**src/include/lfm_pkg.sv**
```systemverilog
// Purpose: constants and types shared by the LF initiator mode controller
// Assumes: 20 MHz system clock, synchronous pin inputs
// Notes: command codes and timing figures are plain defaults
package lfm_pkg;

    // operating states, Gray coded along sleep -> wait pll -> standby -> tx
    typedef enum logic [2:0] {
        LFM_SLEEP   = 3'h0,
        LFM_PLLWAIT = 3'h1,
        LFM_STANDBY = 3'h3,
        LFM_TX      = 3'h2,
        LFM_DIAG    = 3'h6
    } lfm_state_e;

    // host command codes arriving from the serial slave
    localparam logic [7:0] LFM_CMD_TX    = 8'h01;
    localparam logic [7:0] LFM_CMD_DIAG  = 8'h02;
    localparam logic [7:0] LFM_CMD_STOP  = 8'h03;
    localparam logic [7:0] LFM_CMD_SLEEP = 8'h04;
    localparam logic [7:0] LFM_CMD_WRCFG = 8'h10;

    // configuration register set
    localparam int LFM_CFG_WORDS = 16;
    localparam int LFM_CFG_AW = 4;
    localparam logic [7:0] LFM_CFG_RESET = 8'h00;
    // configuration word fields: phase of output 2, then one enable per driver
    localparam int LFM_CFG_PHASE_BIT = 0;
    localparam int LFM_CFG_OE_LSB = 2;
    localparam logic [1:0] LFM_DRV_ALL_ON = 2'h3;

    // digital output defaults
    localparam logic LFM_DOUT_DEFAULT = 1'b0;
    localparam logic LFM_CLKSEL_HOST = 1'b0;

    // pll lock wait: 100 us at 20 MHz
    localparam int LFM_CLK_HZ = 20_000_000;
    localparam int LFM_PLL_LOCK_US = 100;
    localparam int LFM_PLL_CYC = LFM_PLL_LOCK_US * (LFM_CLK_HZ / 1_000_000);
    localparam logic [11:0] LFM_PLL_CNT = 12'(LFM_PLL_CYC - 1);

    // clock source detect: count resonator terminal edges over the pll wait
    localparam logic [7:0] LFM_RES_EDGES = 8'h10;

endpackage : lfm_pkg

```
**src/logic/lfm_cfg_mem.sv**
```systemverilog
// Purpose: configuration register set storage
// Assumes: one write or one read port per cycle
// Notes: read data registered; clear wipes all words
`timescale 1ns/100ps
module lfm_cfg_mem
    import lfm_pkg::*;
(
    // clock and reset
    input wire logic sys_clk_i,
    input wire logic reset_i,
    input wire logic clk_en_i,
    // access
    input wire logic clear_i,
    input wire logic wr_i,
    input wire logic [LFM_CFG_AW-1:0] addr_i,
    input wire logic [7:0] wdata_i,
    output logic [7:0] rdata_o
);
    logic [7:0] mem_q [LFM_CFG_WORDS];

    genvar gi;
    generate
        for (gi = 0; gi < LFM_CFG_WORDS; gi++) begin : g_word
            always_ff @(posedge sys_clk_i or posedge reset_i) begin
                if (reset_i) begin
                    mem_q[gi] <= LFM_CFG_RESET;
                end else if (clk_en_i) begin
                    if (clear_i) begin
                        mem_q[gi] <= LFM_CFG_RESET;
                    end else if (wr_i && addr_i == LFM_CFG_AW'(gi)) begin
                        mem_q[gi] <= wdata_i;
                    end
                end
            end
        end
    endgenerate

    always_ff @(posedge sys_clk_i or posedge reset_i) begin
        if (reset_i) begin
            rdata_o <= LFM_CFG_RESET;
        end else if (clk_en_i) begin
            rdata_o <= clear_i ? LFM_CFG_RESET : mem_q[addr_i];
        end
    end
endmodule : lfm_cfg_mem

```
**src/logic/lfm_mode_ctrl.sv**
```systemverilog
// Purpose: operating-mode controller of a two-driver LF initiator
// Assumes: serial slave decodes frames into cmd strobes; pins synchronous
// Notes: drivers are modelled as enable plus data per output
// Notes on behaviour
// - entering sleep resets all registers, flags and the pointer
// - asleep: antenna outputs Hi-Z, PLL off, serial activity ignored
// - rising edge on wake pin leaves sleep
// - standby: antenna outputs Hi-Z, digital outputs at defaults
// - standby: transmit chain off, serial slave accepts and replies
// - transmission: digital outputs enabled, serial slave active
// - transmission: drivers follow the active configuration set
// - diagnosis: digital outputs default, antenna drivers enabled
// - diagnosis: serial slave keeps accepting commands
// - clocked by host 2 MHz clock or resonator at 4 MHz
// - host control only via four-wire serial slave with active-low select
// - clock source detected automatically during start-up
// - PLL makes 20 MHz system clock from 2 MHz reference
`timescale 1ns/100ps
module lfm_mode_ctrl
    import lfm_pkg::*;
(
    // clock and reset
    input wire logic sys_clk_i,
    input wire logic reset_i,
    input wire logic clk_en_i,
    // wake and clock source
    input wire logic wake_pin_i,
    input wire logic resonator_second_terminal_i,
    input wire logic pll_locked_i,
    // decoded host commands from the serial slave
    input wire logic cmd_valid_i,
    input wire logic [7:0] cmd_code_i,
    input wire logic [7:0] cmd_data_i,
    input wire logic [LFM_CFG_AW-1:0] cmd_addr_i,
    // completion from transmit chain and diagnosis
    input wire logic tx_done_i,
    input wire logic diag_done_i,
    input wire logic mod_data_i,
    // pll and serial slave control
    output logic pll_en_o,
    output logic clk_src_resonator_o,
    output logic spi_en_o,
    output logic [7:0] spi_reply_o,
    // chain and outputs
    output logic tx_chain_en_o,
    output logic diag_active_o,
    output logic digital_out_o,
    output logic digital_out_en_o,
    output logic [1:0] drv_out_o,
    output logic [1:0] drv_oe_o,
    output logic [7:0] active_cfg_o,
    output logic [2:0] state_o
);
    typedef struct packed {
        lfm_state_e st;
        logic wake_prev;
        logic res_prev;
        logic [11:0] pll_cnt;
        logic [7:0] res_edges;
        logic clk_res;
        logic [LFM_CFG_AW-1:0] ptr;
        logic pll_en;
        logic spi_en;
        logic [7:0] reply;
        logic tx_en;
        logic diag;
        logic dout;
        logic dout_en;
        logic [1:0] drv;
        logic [1:0] drv_oe;
    } lfm_ctrl_s;

    lfm_ctrl_s s_q;
    lfm_ctrl_s s_d;
    logic mem_clear;
    logic mem_wr;
    logic [7:0] cfg_rdata;
    // decoded strobes; the command ones are qualified by the slave being awake, wake_edge and res_toggle are not
    logic cmd_taken;
    logic cmd_tx;
    logic cmd_diag;
    logic cmd_stop;
    logic cmd_sleep;
    logic wake_edge;
    logic res_toggle;

    // a write borrows the read port; the active word reads back one cycle later
    // the pointer never moves, so word 0 is the only active set
    lfm_cfg_mem lfm_cfg_mem_i (
        .sys_clk_i(sys_clk_i),
        .reset_i(reset_i),
        .clk_en_i(clk_en_i),
        .clear_i(mem_clear),
        .wr_i(mem_wr),
        .addr_i(mem_wr ? cmd_addr_i : s_q.ptr),
        .wdata_i(cmd_data_i),
        .rdata_o(cfg_rdata)
    );

    // asleep the slave is deaf: nothing is decoded until standby
    assign cmd_taken = s_q.spi_en && cmd_valid_i;
    assign cmd_tx = cmd_taken && cmd_code_i == LFM_CMD_TX;
    assign cmd_diag = cmd_taken && cmd_code_i == LFM_CMD_DIAG;
    assign cmd_stop = cmd_taken && cmd_code_i == LFM_CMD_STOP;
    assign cmd_sleep = cmd_taken && cmd_code_i == LFM_CMD_SLEEP;
    assign mem_wr = cmd_taken && cmd_code_i == LFM_CMD_WRCFG;
    // clear held through all of sleep, so no write survives it
    assign mem_clear = s_q.st == LFM_SLEEP;
    // wake edge needs the pin seen low first; reset leaves the history low
    assign wake_edge = wake_pin_i && !s_q.wake_prev;
    assign res_toggle = resonator_second_terminal_i != s_q.res_prev;

    always_comb begin
        s_d = s_q;
        s_d.wake_prev = wake_pin_i;
        s_d.res_prev = resonator_second_terminal_i;
        case (s_q.st)
            LFM_SLEEP: begin
                // hold everything at defaults while asleep
                s_d = '0;
                s_d.st = LFM_SLEEP;
                s_d.wake_prev = wake_pin_i;
                s_d.res_prev = resonator_second_terminal_i;
                if (wake_edge) begin
                    s_d.st = LFM_PLLWAIT;
                    s_d.pll_en = 1'b1;
                    s_d.pll_cnt = LFM_PLL_CNT;
                end
            end
            LFM_PLLWAIT: begin
                // resonator toggles its second terminal; a host clock leaves it idle
                // a few stray toggles stay under the threshold and still read as host
                if (res_toggle && s_q.res_edges != LFM_RES_EDGES) begin
                    s_d.res_edges = s_q.res_edges + 8'h01;
                end
                if (s_q.pll_cnt != '0) begin
                    s_d.pll_cnt = s_q.pll_cnt - 12'h001;
                end
                if (s_q.pll_cnt == '0 && pll_locked_i) begin
                    s_d.clk_res = (s_q.res_edges == LFM_RES_EDGES);
                    s_d.st = LFM_STANDBY;
                    s_d.spi_en = 1'b1;
                end
            end
            LFM_STANDBY: begin
                s_d.tx_en = 1'b0;
                s_d.drv_oe = '0;
                s_d.dout = LFM_DOUT_DEFAULT;
                s_d.dout_en = 1'b0;
                if (cmd_tx) begin
                    s_d.st = LFM_TX;
                    s_d.tx_en = 1'b1;
                    s_d.dout_en = 1'b1;
                end else if (cmd_diag) begin
                    s_d.st = LFM_DIAG;
                    s_d.diag = 1'b1;
                    s_d.drv_oe = LFM_DRV_ALL_ON;
                end
            end
            LFM_TX: begin
                s_d.dout_en = 1'b1;
                s_d.dout = mod_data_i;
                // bit 0 picks phase of output 2, bits 3:2 enable each driver
                s_d.drv_oe = cfg_rdata[LFM_CFG_OE_LSB +: 2];
                s_d.drv = {mod_data_i ^ cfg_rdata[LFM_CFG_PHASE_BIT], mod_data_i};
                if (tx_done_i || cmd_stop) begin
                    s_d.st = LFM_STANDBY;
                    s_d.tx_en = 1'b0;
                    s_d.drv_oe = '0;
                    s_d.dout = LFM_DOUT_DEFAULT;
                    s_d.dout_en = 1'b0;
                end
            end
            LFM_DIAG: begin
                s_d.dout = LFM_DOUT_DEFAULT;
                s_d.dout_en = 1'b0;
                s_d.drv_oe = LFM_DRV_ALL_ON;
                if (diag_done_i || cmd_stop) begin
                    s_d.st = LFM_STANDBY;
                    s_d.diag = 1'b0;
                    s_d.drv_oe = '0;
                end
            end
            default: begin
                s_d = '0;
                s_d.st = LFM_SLEEP;
            end
        endcase
        // serial slave answers in standby, tx and diag
        if (cmd_taken) begin
            s_d.reply = {5'h00, s_q.st};
            if (cmd_sleep) begin
                s_d.st = LFM_SLEEP;
                s_d.spi_en = 1'b0;
                s_d.pll_en = 1'b0;
                s_d.drv_oe = '0;
                s_d.tx_en = 1'b0;
                s_d.diag = 1'b0;
                s_d.dout_en = 1'b0;
                s_d.dout = LFM_DOUT_DEFAULT;
            end
        end
    end

    // one register for all state keeps the clock-enable freeze uniform
    always_ff @(posedge sys_clk_i or posedge reset_i) begin
        if (reset_i) begin
            s_q <= '0;
        end else if (clk_en_i) begin
            s_q <= s_d;
        end
    end

    assign pll_en_o = s_q.pll_en;
    assign clk_src_resonator_o = s_q.clk_res;
    assign spi_en_o = s_q.spi_en;
    assign spi_reply_o = s_q.reply;
    assign tx_chain_en_o = s_q.tx_en;
    assign diag_active_o = s_q.diag;
    assign digital_out_o = s_q.dout;
    assign digital_out_en_o = s_q.dout_en;
    assign drv_out_o = s_q.drv;
    assign drv_oe_o = s_q.drv_oe;
    assign active_cfg_o = cfg_rdata;
    assign state_o = s_q.st;
endmodule : lfm_mode_ctrl

```
**config.mk**
```make
export PLATFORM = sky130hd
export DESIGN_NAME = lfm_mode_ctrl
export DESIGN_NICKNAME = d
export VERILOG_FILES = /design/src/include/lfm_pkg.sv /design/src/logic/lfm_cfg_mem.sv /design/src/logic/lfm_mode_ctrl.sv
export SDC_FILE = /design/constraint.sdc
export NUM_CORES = 1
export LEC_CHECK = 0
export BUFFER_PORTS_ARGS = -buffer_cell sky130_fd_sc_hd__buf_2
export CAP_MARGIN = 15
export CELL_PAD_IN_SITES_DETAIL_PLACEMENT = 2
export CELL_PAD_IN_SITES_GLOBAL_PLACEMENT = 2
export CORE_MARGIN = 4
export CORE_UTILIZATION = 35
export CTS_CLUSTER_DIAMETER = 100
export DETAILED_ROUTE_END_ITERATION = 6
export PLACE_DENSITY_LB_ADDON = 0.15
export SYNTH_ARGS = -nofsm -noshare
export SYNTH_HDL_FRONTEND = slang
export SYNTH_SLANG_ARGS = --single-unit
```
**constraint.sdc**
```tcl
create_clock -name sys_clk_i -period 6 [get_ports sys_clk_i]
set_input_delay 1.2 -clock sys_clk_i [delete_from_list [all_inputs] [get_ports sys_clk_i]]
set_output_delay 1.2 -clock sys_clk_i [all_outputs]
set_load 0.05 [all_outputs]
```
==> impl_results.md, run 1 <==
* DR pass1 iterations at 5
* Max Cap Viol at 0
* Max-slew violation count at 0
* TritonCTS clock tree: done
* Final Skew at approximately 0.013 ns
* Final nets at 960
* Primary FF master, synth: dfrtp_1
* Residual DRC at 0
* Row count at 56
* PwrDens at ~340 mW/mm²
* Distinct cell type count after synthesis at 68
* CORE AREA at approximately 0.024 mm²
* Initial core utilization at a little over a third
* GRT Total Usage at between 20% and 30%
* CP Max Fanout at 27
* Overflow after GRT at 0
* Initial antenna violation count at 0
* Rel. slew slack at a little under a quarter
* Leakage at between 0.004 and 0.005 µW
* Crit path DAT at approximately 4.2 ns
* Chip Width at approximately 160 µm
* Number of I/O pins at 60
* Status: complete, no violations
* Period utilization at a little under two thirds
* Area leader, netlist: dfrtp_1
* Number of global-route vias before repair at 8066
* Worst setup margin at ~2.2 ns
* Diode count at 0
* DR iter-0 viols at 487
* Critical Path RT at between 6 and 7 ns
* Post_cts resized at 0
* Via Count at 7145
* Dominant cell by count in the synthesized netlist: dfrtp_1
* Sequential share of the synthesized area at 51.8%
* Number of synthesized register bits at roughly 180
* Worst slew pin tran at around 1.2 ns
* Post-CTS Setup Bufs at 0
* Setup WS pre-CTS at approximately 1.8 ns
* Worst-path clk slew at 0.06 ns
* Mapped Cells at roughly 900
* Area grow syn2layout at 12.3%
* First-pass GRT wire length at roughly 46000 µm
* Post-synth EDFFs at 0
* Detailed Place HPWL at 19900 µm
* Hold crit path type: register to register
* Total power at approximately 3200 µW
* Asr flop ratio synth at 100%
* Antenna Nets Post-Route at 0
* Syn. warnings at 0
* TritonCTS Buffers at 17
* Synth top cells by count: dfrtp_1, nand2_1, o21ai_0, nor2_1, clkbuf_1
* Share of cells above drive strength 1 at between 10 and 15%
* CTS max path bufs at 2
* Synth top area cells: dfrtp_1, o21ai_0, nand2_1
* Final TNS setup at 0 ns
* Syn avg cell area at approximately 9.3 µm²
* WL final at approximately 28000 µm
* Hold Buf Count CTS at 0
* Final setup fails at 0
* Routed WL per cell at around 23 µm
* H-tree levels at 4
* Post-Route Utilization at about two fifths
* Maximum vdd drop at around 0.17 mV
* Placed Cells at ~1200
* Critical path class: input pin to register
* Vias per cell at between 5 and 6
* CTS Root Cell: clkbuf_16
* Full die area at 0.0267 mm²
* GP Congestion at a little under 0.9
* Buffers on Ports at 54
* Cell Area, Synth at 0.00846 mm²
* FMAX at between 200 and 300 MHz
* Hold Fails Final Rpt at 0
* Final min period at ~3.8 ns
* RSZ-0062 raised after global routing: false
* Critical Path End Type: register
* Die H at ~160 µm
* Largest net degree at the start of global routing at about 110
* Clk sinks at between 150 and 200
* Final cell count without fillers at ~1300
* Clk_lat worst skew at around 0.44 ns
* Critical Path Start Type: input pin
* Post-synth top area share at between 50% and 60%
## cells in the final DEF (no fill, tap or decap), types with 4 or more instances in the layout
cell         n
a211o_1      4
a21oi_1     30
a222oi_1     6
a22o_1       8
a22oi_1     13
a32o_1       4
and3_1       6
buf_2       54
buf_4       11
clkbuf_16   17
conb_1       5
dfrtp_1    175
inv_1       14
inv_6        4
mux2_2      17
mux2i_1     20
nand2_1    165
nand2b_1     5
nand3_1     15
nand4_1      8
nor2_1      49
nor2b_1     16
nor3_1      13
nor4_1       6
o21ai_0    144
o21ai_1      9
o221ai_1     6
o22ai_1     27
o41ai_1      4
xor2_1       9
## critical path, cell delays in order
cell      delay (ns)
buf_2           0.10
nor3_2          0.49
and3_1          0.46
and2_1          0.95
o21ai_0         0.26
a222oi_1        0.49
a31o_2          0.22
## routing by layer
layer / vias up / wire, µm / track usage, %
met2: 131 / 14700 / 40.0
met3: 23 / 877 / 3.63
li1: 3246 / - / -
met4: 0 / 379 / 4.92
met1: 3745 / 12400 / 27.0
met5: - / 0 / 0
## cell families (layout without fill, tap and decap cells)
logic type	Yosys count	after routing	synth area share, %
multiplexers	38	38	4.90
AND/OR/NAND/NOR	310	310	17.0
XOR/XNOR	12	12	1.24
AO/OA/AOI/OAI	280	280	19.8
other	1	5	0.0443
buffers and inverters	89	116	4.84
adder cells (fa/ha/maj)	3	3	0.444
flip-flops	175	175	51.8
## per-stage QoR
stage	hold WS [ns]	cell area (µm²)
detailed placement	0.473	8880
finish	0.482	9500
CTS	0.488	9460
global route	0.509	9500
global placement	0.455	8860
floorplan	0.441	8470
## where the power goes
| group | switching, µW | internal (µW) |
|---|---|---|
| sequential | 149 | 1390 |
| clock | 491 | 607 |
| combinational | 377 | 204 |
| total | 1020 | 2200 |
## path summary, 6_finish.rpt
kind	startpoint	endpoint	slack (ns)	depth (start not counted)
min in group asynchronous	reset_i	drv_out_o[0]$_DFFE_PP0P_	0.96	2
max in group asynchronous	reset_i	lfm_cfg_mem_i.mem_q[104]$_DFFE_PP0P_	3.90	3
min reg2reg	lfm_cfg_mem_i.mem_q[20]$_DFFE_PP0P_	lfm_cfg_mem_i.mem_q[20]$_DFFE_PP0P_	0.48	2
max reg2reg	spi_en_o$_DFFE_PP0P_	lfm_cfg_mem_i.rdata_o[7]$_DFFE_PP0P_	2.87	6
max	cmd_code_i[5]	lfm_cfg_mem_i.rdata_o[7]$_DFFE_PP0P_	2.16	7
min	lfm_cfg_mem_i.mem_q[20]$_DFFE_PP0P_	lfm_cfg_mem_i.mem_q[20]$_DFFE_PP0P_	0.48	2
## cell type report
cell class | instances | area (µm²)
Fill cell | 2598 | 14100
Sequential cell | 175 | 4380
Multi-Input combinational cell | 648 | 3690
Clock buffer | 20 | 467
Tap cell | 319 | 399
Timing Repair Buffer | 68 | 387
Clock inverter | 11 | 108
Inverter | 17 | 68.8
## sequential cells by signal, indices dropped and copies added, names as in the netlist
name / flops
clk_src_resonator_o: 1
digital_out_o: 1
s_q: 22
lfm_cfg_mem_i.mem_q: 128
diag_active_o: 1
spi_reply_o: 3
state_o: 3
drv_out_o: 2
drv_oe_o: 2
pll_en_o: 1
digital_out_en_o: 1
tx_chain_en_o: 1
lfm_cfg_mem_i.rdata_o: 8
spi_en_o: 1
No activity file was read; power rests on OpenSTA's default activity.
==> run 2, diff against run 1 <==
--- a/config.mk
+++ b/config.mk
@@ -5,12 +5,13 @@
 export SDC_FILE = /design/constraint.sdc
 export NUM_CORES = 1
 export LEC_CHECK = 0
+export ABC_AREA = 1
 export BUFFER_PORTS_ARGS = -buffer_cell sky130_fd_sc_hd__buf_2
 export CAP_MARGIN = 15
 export CELL_PAD_IN_SITES_DETAIL_PLACEMENT = 2
 export CELL_PAD_IN_SITES_GLOBAL_PLACEMENT = 2
 export CORE_MARGIN = 4
-export CORE_UTILIZATION = 35
+export CORE_UTILIZATION = 33
 export CTS_CLUSTER_DIAMETER = 100
 export DETAILED_ROUTE_END_ITERATION = 6
 export PLACE_DENSITY_LB_ADDON = 0.15
==> constraint.sdc (replaced) <==
create_clock -name sys_clk_i -period 3.2 [get_ports sys_clk_i]
set_input_delay 0.64 -clock sys_clk_i [delete_from_list [all_inputs] [get_ports sys_clk_i]]
set_output_delay 0.64 -clock sys_clk_i [all_outputs]
set_load 0.05 [all_outputs]
==> impl_results.md, run 2 <==
* Max-slew violation count at 0
* CP bufs+invs at 2
* First-pass GRT wire length at roughly 50000 µm
* Vias per cell at between 4 and 5
* Commonest non-fill, non-tap cell in the layout: nand2_1
* CP Max Fanout at 14
* Diode count at 0
* Number of global-route vias before repair at between 8000 and 9000
* CP top delay family: simple AND/OR/NAND/NOR gates
* Fill count at about 3200
* Via Count at between 8000 and 9000
* Clk_lat worst skew at around 0.44 ns
* Slowest-stage cell, CP: nand2_1
* Met1 Use GR at between 20 and 30%
* Residual DRC at 0
* Asr flop ratio synth at 100%
* Setup slack, reg-to-reg at roughly 0.66 ns
* Crit path largest cell delay at around 0.41 ns
* GRT Total Usage at 20.7%
* TritonCTS Buffers at 17
* CTS max path bufs at 2
* Sequential share of the synthesized area at between 40% and 50%
* Hold Buf Count CTS at 0
* FMAX at roughly 390 MHz
* Syn avg cell area at approximately 7.7 µm²
* Max Cap Viol at 0
* Overflow after GRT at 0
* Multi-input gate area at 0.00391 mm²
* Most frequent cells in the layout: nand2_1, dfrtp_1, o21ai_1, inv_1
* Initial core utilization at 33.7%
* GP Congestion at between 0.8 and 0.9
* Biggest regs: lfm_cfg_mem_i.mem_q x128, s_q x22, lfm_cfg_mem_i.rdata_o x8
* Max FFs per register at ~130
* Total power at around 9500 µW
* TritonCTS clock tree: done
* Critical Path Start Type: register
* Die H at around 170 µm
* Initial antenna violation count at 0
* Status: complete, no violations
* Post-synth EDFFs at 0
* Primary FF master, synth: dfrtp_1
* Post_cts resized at 0
* Final min period at around 2.5 ns
* Synth top cells by count: nand2_1, dfrtp_1, o21ai_1, inv_1
* Chip Width at roughly 170 µm
* Mapped Cells at approximately 1200
* Distinct cell type count after synthesis at 37
* Met2 usage at a little over a third
* Post-synth top area share at 47.8%
* Register name with the most flops: lfm_cfg_mem_i.mem_q
* Final nets at ~1300
* Cell Area, Synth at about 0.0092 mm²
* Share of cells above drive strength 1 at 13.5%
* Leakage at around 0.005 µW
* DR pass1 iterations at 4
* Final Skew at about 0.017 ns
* Routed WL per cell at just under 20 µm
* Dominant cell by count in the synthesized netlist: nand2_1
* H-tree levels at 4
* Number of synthesized register bits at around 180
* Most used routing layer: met2
* Final cell count without fillers at about 1600
* Hold crit path type: input pin to asynchronous set/reset pin
* Buffers on Ports at 54
* CTS Root Cell: clkbuf_16
* WL final at roughly 31000 µm
* Area grow syn2layout at 12.0%
* CP Cell Sequence: inv_1, ha_1, nand3_1, nor2_2, nand2_1, nor4_1, nand2_1, nand2_1, inv_1, nand4_1, o21ai_0
* Worst-path clk slew at 0.08 ns
* Most Frequent Cell on Critical Path: nand2_1
* Detailed Place HPWL at ~22000 µm
* Crit path DAT at 2.85 ns
* Register Area at 0.00438 mm²
* Syn. warnings at 0
* Number of I/O pins at 60
* Rel. slew slack at around 41%
* GR Layer Usage met3 at under 10%
* Post-CTS Setup Bufs at 0
* Clk sinks at around 180
* Full die area at between 0.03 and 0.04 mm²
* Row count at 60
* Placed Cells at approximately 1600
* DR iter-0 viols at 401
* Maximum vdd drop at a little under 0.3 mV
* Critical Path RT at 3.51 ns
* Area leader, netlist: dfrtp_1
* Final setup fails at 0
* Antenna Nets Post-Route at 0
* Post-Route Utilization at between 30% and 40%
* RSZ-0062 raised after global routing: false
* Period utilization at 79.5%
* PwrDens at 924 mW/mm²
* Critical Path End Type: register
* CORE AREA at roughly 0.027 mm²
* Worst slew pin tran at around 0.88 ns
* Hold Fails Final Rpt at 0
* Critical path class: register to register
* Synth top area cells: dfrtp_1, nand2_1, o21ai_1
* Largest net degree at the start of global routing at 77
* Final TNS setup at 0 ns
## run 2: kinds of logic after synthesis
logic type	Yosys count	synth area share, %
buffers and inverters	191	9.73
XOR/XNOR	8	0.764
other	1	0.0409
AND/OR/NAND/NOR	547	25.5
flip-flops	175	47.8
AO/OA/AOI/OAI	272	15.7
adder cells (fa/ha/maj)	3	0.409
## run 2: area by class of cell
type | count | share of cell area (%)
Inverter | 119 | 4.39
Multi-Input combinational cell | 835 | 38.1
Timing Repair Buffer | 75 | 4.53
Clock inverter | 13 | 1.38
Clock buffer | 19 | 4.41
Tap cell | 372 | 4.53
Sequential cell | 175 | 42.7
## run 2: worst min-delay path: cells and delay by family
family,cells,cell delay (ns)
buffers and inverters,3,0.56
## run 2: path summary, 6_finish.rpt
| kind | from | to | cells past startpoint |
|---|---|---|---|
| max in group asynchronous | reset_i | lfm_cfg_mem_i.mem_q[78]$_DFFE_PP0P_ | 3 |
| min in group sys_clk_i | clk_src_resonator_o$_DFFE_PP0P_ | clk_src_resonator_o$_DFFE_PP0P_ | 2 |
| hold / removal | reset_i | drv_out_o[1]$_DFFE_PP0P_ | 3 |
| setup / recovery | s_q[31]$_DFFE_PP0P_ | s_q[36]$_DFFE_PP0P_ | 11 |
| setup reg to reg | s_q[31]$_DFFE_PP0P_ | s_q[36]$_DFFE_PP0P_ | 11 |
| hold reg to reg | clk_src_resonator_o$_DFFE_PP0P_ | clk_src_resonator_o$_DFFE_PP0P_ | 2 |
## run 2: where the power goes
part / total (µW) / leakage, µW / internal, µW / switching (µW)
registers: 3620 / 0.00231 / 3100 / 520
logic: 3700 / 0.00243 / 1070 / 2630
clock network: 2170 / 0.000292 / 1150 / 1020
## run 2: routing by layer
| layer | wire [µm] | share of wire, % |
|---|---|---|
| met5 | 0 | 0 |
| met1 | 14600 | 47 |
| met3 | 714 | 2.3 |
| met2 | 15600 | 50 |
| met4 | 275 | 0.88 |
## run 2: per-stage QoR
| stage | area (µm²) | worst slack [ns] | hold slack, ns |
|---|---|---|---|
| 3_5_place_dp | 9670 | 0.527 | 0.472 |
| 2_1_floorplan | 9190 | 0.321 | 0.450 |
| 5_1_grt | 10300 | 0.327 | 0.374 |
| 3_3_place_gp | 9670 | 0.598 | 0.462 |
| 4_1_cts | 10300 | 0.594 | 0.365 |
| 6_report | 10300 | 0.657 | 0.332 |
